==> config.mk <==
export PLATFORM = sky130hd
export DESIGN_NAME = pcrc_engine
export DESIGN_NICKNAME = d
export VERILOG_FILES = /design/src/rtl/pcrc_engine.v
export VERILOG_INCLUDE_DIRS = /design/src /design/src/rtl
export SDC_FILE = /design/constraint.sdc
export NUM_CORES = 1
export LEC_CHECK = 0
export BUFFER_PORTS_ARGS = -buffer_cell sky130_fd_sc_hd__buf_2
export CORE_MARGIN = 2
export CORE_UTILIZATION = 45
export DETAILED_ROUTE_END_ITERATION = 12
export PLACE_DENSITY_LB_ADDON = 0.1
export RECOVER_POWER = 100
export SLEW_MARGIN = 20
export SYNTH_ARGS = -nofsm -noshare
export SYNTH_HDL_FRONTEND = slang
export SYNTH_SLANG_ARGS = --single-unit
export TNS_END_PERCENT = 100
==> constraint.sdc <==
create_clock -name pclk -period 5.5 [get_ports pclk]
set_input_delay 1.1 -clock pclk [delete_from_list [all_inputs] [get_ports pclk]]
set_output_delay 1.1 -clock pclk [all_outputs]
set_load 0.005 [all_outputs]
==> src/rtl/pcrc_consts.vh <==
// Purpose: Constants for the programmable checksum engine
// Assumes: APB byte addresses, one 32-bit word per register
// Notes: Offsets are chosen locally; no offsets are published
`ifndef PCRC_CONSTS_VH
`define PCRC_CONSTS_VH
`define PCRC_OFF_CTRL_LO 12'h000
`define PCRC_OFF_CTRL_HI 12'h004
`define PCRC_OFF_POLY_LO 12'h008
`define PCRC_OFF_POLY_HI 12'h00C
`define PCRC_OFF_DATA 12'h010
`define PCRC_OFF_RESULT 12'h014
`define PCRC_OFF_IRQ_STAT 12'h018
`define PCRC_OFF_IRQ_MASK 12'h01C
`define PCRC_OFF_SEED 12'h020
`define PCRC_BIT_EN 15
`define PCRC_BIT_IDLE 13
`define PCRC_BIT_FULL 7
`define PCRC_BIT_EMPTY 6
`define PCRC_BIT_ISEL 5
`define PCRC_BIT_GO 4
`define PCRC_BIT_ORDER 3
`define PCRC_BIT_VARIANT 2
`define PCRC_CNT_LSB 8
`define PCRC_WID_LSB 8
`define PCRC_CTRL_LO_WMASK 16'hA03C
`define PCRC_CTRL_HI_WMASK 16'h1F1F
`define PCRC_POLY_LO_WMASK 16'hFFFE
`define PCRC_DEPTH_WIDE 5'h08
`define PCRC_DEPTH_NARROW 5'h10
`define PCRC_PLEN_WIDE 5'h07
`endif

==> src/rtl/pcrc_engine.v <==
// Purpose: Programmable checksum engine up to 32 bits with input FIFO, APB slave
// Assumes: Single clock pclk, async active-low presetn, software sole master
// Notes: Overview of operation below; one bit shifted per enabled cycle
// Overview of operation
// RULE1: The enable bit switches the whole engine on when set and holds it idle when clear.
// RULE2: With the idle-stop bit set the engine halts while the device idle input is high.
// RULE3: A 5-bit read-only count gives the FIFO fill, capped at 8 for length >= 7, else 16.
// RULE4: The full flag reads 1 exactly when the FIFO holds its maximum word count.
// RULE5: The empty flag reads 1 exactly when the FIFO is empty and resets to 1.
// RULE6: Interrupt select picks FIFO-empty-while-shifting when set, shift-done when clear.
// RULE7: Writing 1 to start runs the shifter, writing 0 stops it, and hardware clears it.
// RULE8: The order bit feeds each word LSB first when set and MSB first when clear.
// RULE9: The variant bit selects the alternate calculation mode when set, legacy when clear.
// RULE10: The 5-bit width field holds data width minus one, giving 1 to 32 bit words.
// RULE11: The 5-bit length field holds polynomial length minus one, up to 32 bits.
// RULE12: Term enable bits 1 to 31 gate XOR feedback per power; term 0 reads as 0.
// RULE13: Unimplemented bits in control and polynomial registers ignore writes, read 0.
// RULE14: Words written to the data register are shifted bitwise into a readable remainder.
// RULE15: The selected event gives a one-cycle pulse that never blocks FIFO writes.
//
// Design decisions made here: register access over APB and the placing of the registers.
`timescale 1ns/100ps
`include "pcrc_consts.vh"
module pcrc_engine #(
  parameter DEPTH = 16
) (
  // APB
  input wire pclk,
  input wire presetn,
  input wire psel,
  input wire penable,
  input wire pwrite,
  input wire [11:0] paddr,
  input wire [31:0] pwdata,
  output reg [31:0] prdata,
  output reg pready,
  output reg pslverr,
  // Device state
  input wire device_idle,
  // Interrupts
  output reg irq_pulse,
  output reg irq
);

  reg [15:0] ctrl_lo;
  reg [15:0] ctrl_hi;
  reg [31:0] poly;
  reg [31:0] remainder;
  reg [31:0] fifo_mem [0:DEPTH-1];
  reg [3:0] rd_ptr;
  reg [3:0] wr_ptr;
  reg [4:0] count;
  reg [31:0] cur_word;
  reg [5:0] bits_left;
  reg busy;
  reg [1:0] irq_stat;
  reg [1:0] irq_mask;
  reg idle_s1;
  reg idle_s2;

  wire [4:0] wid = ctrl_hi[`PCRC_WID_LSB +: 5];
  wire [4:0] plen = ctrl_hi[4:0];
  wire order_lsb = ctrl_lo[`PCRC_BIT_ORDER];
  wire variant = ctrl_lo[`PCRC_BIT_VARIANT];
  wire go = ctrl_lo[`PCRC_BIT_GO];
  wire isel = ctrl_lo[`PCRC_BIT_ISEL];
  // Overlap at 7 resolved toward the smaller depth
  wire [4:0] cap = (plen >= `PCRC_PLEN_WIDE) ? `PCRC_DEPTH_WIDE : `PCRC_DEPTH_NARROW; // RULE3
  wire full = (count == cap); // RULE4
  wire empty = (count == 5'h00); // RULE5
  // Engine runs only when enabled and not stopped by idle
  wire run = ctrl_lo[`PCRC_BIT_EN] & ~(ctrl_lo[`PCRC_BIT_IDLE] & idle_s2); // RULE1 RULE2
  wire access = psel & penable;
  wire wr = access & pwrite;
  wire rd = access & ~pwrite;
  wire push = wr & (paddr == `PCRC_OFF_DATA) & ~full & ctrl_lo[`PCRC_BIT_EN];
  wire load = run & go & ~busy & ~empty;
  wire shift = run & busy;
  wire last_bit = shift & (bits_left == 6'h01);
  wire done_evt = last_bit & empty & ~load;
  wire empty_evt = load & (count == 5'h01) & busy == 1'b0;
  wire [31:0] pmask = mask_of(plen);

  // Mask of polynomial width
  function [31:0] mask_of;
    input [4:0] n;
    begin
      mask_of = 32'hFFFFFFFF >> (5'h1F - n); // RULE11
    end
  endfunction

  // Next data bit picked from the word by order and position
  function in_bit;
    input [31:0] w;
    input [5:0] left;
    input [4:0] width;
    input lsb;
    reg [5:0] idx;
    begin
      idx = lsb ? ({1'b0, width} - (left - 6'h01)) : (left - 6'h01);
      in_bit = w[idx[4:0]]; // RULE8
    end
  endfunction

  wire dbit = in_bit(cur_word, bits_left, wid, order_lsb);
  wire topb = remainder[plen];
  // Legacy: data enters at the bottom; alternate: data mixes at the top
  wire fb = variant ? (topb ^ dbit) : topb; // RULE9
  wire [31:0] shifted = {remainder[30:0], variant ? 1'b0 : dbit};
  // Term 0 has no storage but always feeds back, in both modes
  wire [31:0] next_rem = (shifted ^ (fb ? {poly[31:1], 1'b1} : 32'h0)) & pmask; // RULE12

  always @(posedge pclk or negedge presetn) begin
    if (!presetn) begin
      idle_s1 <= 1'b0;
      idle_s2 <= 1'b0;
    end else begin
      idle_s1 <= device_idle;
      idle_s2 <= idle_s1;
    end
  end

  always @(posedge pclk or negedge presetn) begin
    if (!presetn) begin
      ctrl_lo <= 16'h0000;
      ctrl_hi <= 16'h0000;
      poly <= 32'h00000000;
      irq_mask <= 2'h0;
    end else begin
      if (wr && paddr == `PCRC_OFF_CTRL_LO) begin
        ctrl_lo <= pwdata[15:0] & `PCRC_CTRL_LO_WMASK; // RULE13 RULE7
      end else if (busy == 1'b0 && empty && go && run) begin
        ctrl_lo[`PCRC_BIT_GO] <= 1'b0; // RULE7
      end
      if (wr && paddr == `PCRC_OFF_CTRL_HI) begin
        ctrl_hi <= pwdata[15:0] & `PCRC_CTRL_HI_WMASK; // RULE10 RULE11 RULE13
      end
      if (wr && paddr == `PCRC_OFF_POLY_LO) begin
        poly[15:0] <= pwdata[15:0] & `PCRC_POLY_LO_WMASK; // RULE12 RULE13
      end
      if (wr && paddr == `PCRC_OFF_POLY_HI) begin
        poly[31:16] <= pwdata[15:0]; // RULE12
      end
      if (wr && paddr == `PCRC_OFF_IRQ_MASK) begin
        irq_mask <= pwdata[1:0];
      end
    end
  end

  // FIFO and shifter
  always @(posedge pclk or negedge presetn) begin
    if (!presetn) begin
      rd_ptr <= 4'h0;
      wr_ptr <= 4'h0;
      count <= 5'h00;
      busy <= 1'b0;
      bits_left <= 6'h00;
      cur_word <= 32'h00000000;
      remainder <= 32'h00000000;
    end else begin
      if (push) begin
        fifo_mem[wr_ptr] <= pwdata;
        wr_ptr <= wr_ptr + 4'h1;
      end
      case ({push, load})
        2'b10: count <= count + 5'h01;
        2'b01: count <= count - 5'h01;
        default: count <= count;
      endcase // RULE3
      if (wr && paddr == `PCRC_OFF_SEED) begin
        remainder <= pwdata;
      end else if (shift) begin
        remainder <= next_rem; // RULE14
      end
      if (load) begin
        cur_word <= fifo_mem[rd_ptr];
        rd_ptr <= rd_ptr + 4'h1;
        bits_left <= {1'b0, wid} + 6'h01;
        busy <= 1'b1;
      end else if (shift) begin
        bits_left <= bits_left - 6'h01;
        if (last_bit) begin
          busy <= 1'b0;
        end
      end
      if (!go) begin
        busy <= 1'b0; // RULE7
      end
    end
  end

  // Interrupt events: sticky status, read clears, set wins
  always @(posedge pclk or negedge presetn) begin
    if (!presetn) begin
      irq_stat <= 2'h0;
      irq_pulse <= 1'b0;
      irq <= 1'b0;
    end else begin
      irq_pulse <= isel ? empty_evt : done_evt; // RULE6 RULE15
      // Clear only what the read reported, so an event after the setup edge is kept
      irq_stat <= ((rd && paddr == `PCRC_OFF_IRQ_STAT) ? (irq_stat & ~prdata[1:0]) : irq_stat)
                  | {empty_evt, done_evt};
      irq <= |(irq_stat & irq_mask);
    end
  end

  // APB read, zero wait
  always @(posedge pclk or negedge presetn) begin
    if (!presetn) begin
      prdata <= 32'h00000000;
      pready <= 1'b0;
      pslverr <= 1'b0;
    end else begin
      pready <= psel & ~penable;
      pslverr <= 1'b0;
      if (psel && !penable && !pwrite) begin
        case (paddr)
          `PCRC_OFF_CTRL_LO: prdata <= {16'h0000, ctrl_lo[15:13], count, full, empty,
                                        ctrl_lo[5:0]}; // RULE4 RULE5
          `PCRC_OFF_CTRL_HI: prdata <= {16'h0000, ctrl_hi};
          `PCRC_OFF_POLY_LO: prdata <= {16'h0000, poly[15:0]};
          `PCRC_OFF_POLY_HI: prdata <= {16'h0000, poly[31:16]};
          `PCRC_OFF_RESULT: prdata <= remainder;
          `PCRC_OFF_IRQ_STAT: prdata <= {30'h0, irq_stat};
          `PCRC_OFF_IRQ_MASK: prdata <= {30'h0, irq_mask};
          default: prdata <= 32'h00000000;
        endcase
      end
    end
  end

endmodule

==> results.cfg <==
[power]
p_seq_share_pct = 52.1
p_comb_share_pct = 1.4
power_density_nw_per_um2 = 329.6
p_sw_mw = 2.208
p_clk_share_pct = 46.6
power_mw = 10.69
swShare_pct = 20.66
power_leakage_nw = 11.21
cellInternalPower_mw = 8.478
irDropWorstVdd_mv = 0.1975

[timing]
max_freq_mhz = 208.6
hold_ws_ns = 0.3460
maxSlewViolCount = 144
min_period_ns = 4.795
slew_headroom_pct = -34.97
setup_violations = 0
rsz0062_at_grt = false
setup_tns_ns = 0
period_share_pct = 87.18
finalHoldViolCount = 0
fin_skew_ns = 0.03007
worst_pin_slew_ns = 2.025

[synth]
synth_area_leaders = edfxtp_1, dfrtp_1, mux4_2, nand2_1, mux2_2
syn_nets = 1764
synth-main-ff-cell = edfxtp_1
syn-mean-instance-area_um2 = 16.83
ys_seq_area_share_pct = 68.96
synth.cell_area_um2 = 28540
synth_cells = 1696
synth_edf_count = 512
synthTopCellsByCount = edfxtp_1, nand2_1, mux4_2
synth.most_common_cell = edfxtp_1
async_flop_share_pct = 25.15
synth.distinct_cells = 65
netlist.top_cell.by_area = edfxtp_1
ys_warn_count = 0
ys_ff_latch = 684
synth_top_area_share_pct = 53.88

[grt]
track_usage_pct = 23.56
antenna_found_initial = 3
grt_max_degree = 79
grt_pass1_vias = 16580
overflow = 0
grt_pass1_wl_mm = 113.3

[setup_path]
crit_family = simple AND/OR/NAND/NOR gates
required_ns = 5.75
crit_chain = or2_0, nor2_1, nor3b_1, a21oi_1, nor3b_1, nor4_2, nand2_1, nor2_2, clkbuf_1
end_kind = register
cp.depth = 9
r2r-start = ctrl_hi[4]$_DFFE_PN0P_
worstSetupStartpoint = ctrl_hi[4]$_DFFE_PN0P_
ff2ff_path_depth = 9
critPathSlowestCell = nor2_2
critPathLaunchType = register
reg2reg_slack_ns = 0.71
setup.worst_path.end = fifo_mem[4][19]$_DFFE_PP_
critPathMaxFanout = 16
path_class = reg -> reg
crit_buf_inv = 1
cpPeakStageDelay_ns = 1.08
reg2reg_to = fifo_mem[4][19]$_DFFE_PP_
arrival_ns = 5.05
critPathMostFrequentCell = nor3b_1

[drt]
vias_per_cell = 5.989
vias = 16250
wl_per_cell_um = 27.93
totalWireLength_mm = 75.77
drcViolationCount = 0
first_pass_iters = 6
dr.first_iter.drc_count = 1479
drtAntennaViolNets = 0

[die]
io-pin-count = 86
num_rows = 92
die_w_um = 255.8
initial_core_util_pct = 45.41
dieArea_um2 = 65450
fp.dieH_um = 255.8
core_um2 = 62850

[worst_hold_path]
hold_class = reg -> reg

[clock_network]
cts.repair.resized = 0
clock_sinks = 684
cts_hold_buffers = 0
cts_tree = done
clk_pin_slew_ns = 0.06
cts_setup_buffers = 0
h-tree-depth = 3
cts_buffer_depth = 3
cts_made_buffers = 74
root_buffer = clkbuf_16
clk_latency_ns = 0.63

[cells_and_area]
final_cell_count_no_fill = 2713
fillCellCount = 5188
syn_to_final_growth_pct = 13.62
fin_nets = 1876
layout-drive-gt1-share_pct = 22.60
postLayoutCellArea_um2 = 32420
antennaDiodeCount = 0

[placed_design]
place_hpwl_mm = 46.12
dp.cells = 2578
place.gp.congestion = 0.8476
io_buffers = 84
post_dp_cell_area_um2 = 30210

[status]
violations = capacitance limit, slew limit
outcome = finished with violations

[job]
maxCapViolations = 4
-- metal layers --
| layer | track usage (%) | wire length [um] | up-vias | share of wire (%) |
|---|---|---|---|---|
| li1 | - | - | 6912 | - |
| met1 | 33.05 | 32030 | 8599 | 42 |
| met2 | 37.39 | 36390 | 593 | 48 |
| met3 | 4.199 | 4939 | 143 | 6.5 |
| met4 | 8.301 | 2408 | 0 | 3.2 |
| met5 | 0 | 0 | - | 0 |
-- through the flow --
stage / util [%] / setup WS (ns)
floorplan: - / 1.125
global placement: 48.06 / 0.7090
finish: 51.59 / 0.7054
detailed placement: 48.06 / 0.6363
CTS: 51.96 / 1.065
global route: 51.59 / 0.4178
-- power by group through the flow --
stage,clock network [mW],logic (mW),registers (mW)
final,4.97,0.146,5.56
after global routing,5.28,0.163,5.56
after CTS,5.08,0.155,5.56
after detailed placement,0,0.155,5.67
after global placement,0,0.152,5.67
after floorplan,0,0.0150,5.67
-- area by class of cell --
class                      instances  area, um2  area share [%]
multi-input combinational        897       8444           26.04
inverter                          20      75.07          0.2315
clock inverter                    35      380.4           1.173
sequential                       684      19690           60.72
tap                              846       1059           3.265
clock buffer                     100       2069           6.383
timing repair buffer             131      706.9           2.180
-- registers in the layout (all words and copies together) (netlist names) --
signal     cells
bits_left      6
busy           1
count          5
ctrl_hi       10
ctrl_lo        6
cur_word      32
fifo_mem     512
idle_s1        1
idle_s2        1
irq            1
irq_mask       2
irq_pulse      1
irq_stat       2
poly          31
prdata        32
pready         1
rd_ptr         4
remainder     32
wr_ptr         4
-- logic make-up after synthesis --
logic type      Yosys count  synth area share (%)
other cells               1               0.01314
mux                     233                 16.32
fa+ha+maj                18                0.8155
buf+inv                 115                 1.627
flops                   684                 68.96
compound gates          203                 4.775
simple gates            422                 6.853
xor+xnor                 20                0.6401
-- layout by cell type, fill, tap and decap left out, types with 13 or more instances in the layout --
cell type and count:
a211o_1 19, a21o_1 18, a21oi_1 53, buf_2 29
buf_4 26, clkbuf_1 78, clkbuf_16 74, clkinv_2 13
dfrtp_1 168, edfxtp_1 512, ha_1 17, inv_1 20
mux2_2 45, mux4_2 174, nand2_1 246, nand3_1 29
nor2_1 49, o21ai_0 55
-- how the worst min path moves through the flow --
stage	startpoint	endpoint	slack, ns	cells after the start
6_report	idle_s1$_DFF_PN0_	idle_s2$_DFF_PN0_	0.35	0
2_1_floorplan	idle_s1$_DFF_PN0_	idle_s2$_DFF_PN0_	0.33	0
4_1_cts	idle_s1$_DFF_PN0_	idle_s2$_DFF_PN0_	0.35	0
3_5_place_dp	idle_s1$_DFF_PN0_	idle_s2$_DFF_PN0_	0.34	0
3_3_place_gp	idle_s1$_DFF_PN0_	idle_s2$_DFF_PN0_	0.33	0
5_1_grt	idle_s1$_DFF_PN0_	idle_s2$_DFF_PN0_	0.35	0
-- worst register-to-register path, delay by kind of cell, from the launching register on --
family,cells,cell delay (ns)
AND/OR/NAND/NOR,7,3.31
flip-flops,1,0.51
buffers and inverters,1,0.46
AO/OA/AOI/OAI,1,0.13
No activity file was read; power rests on OpenSTA's default activity.
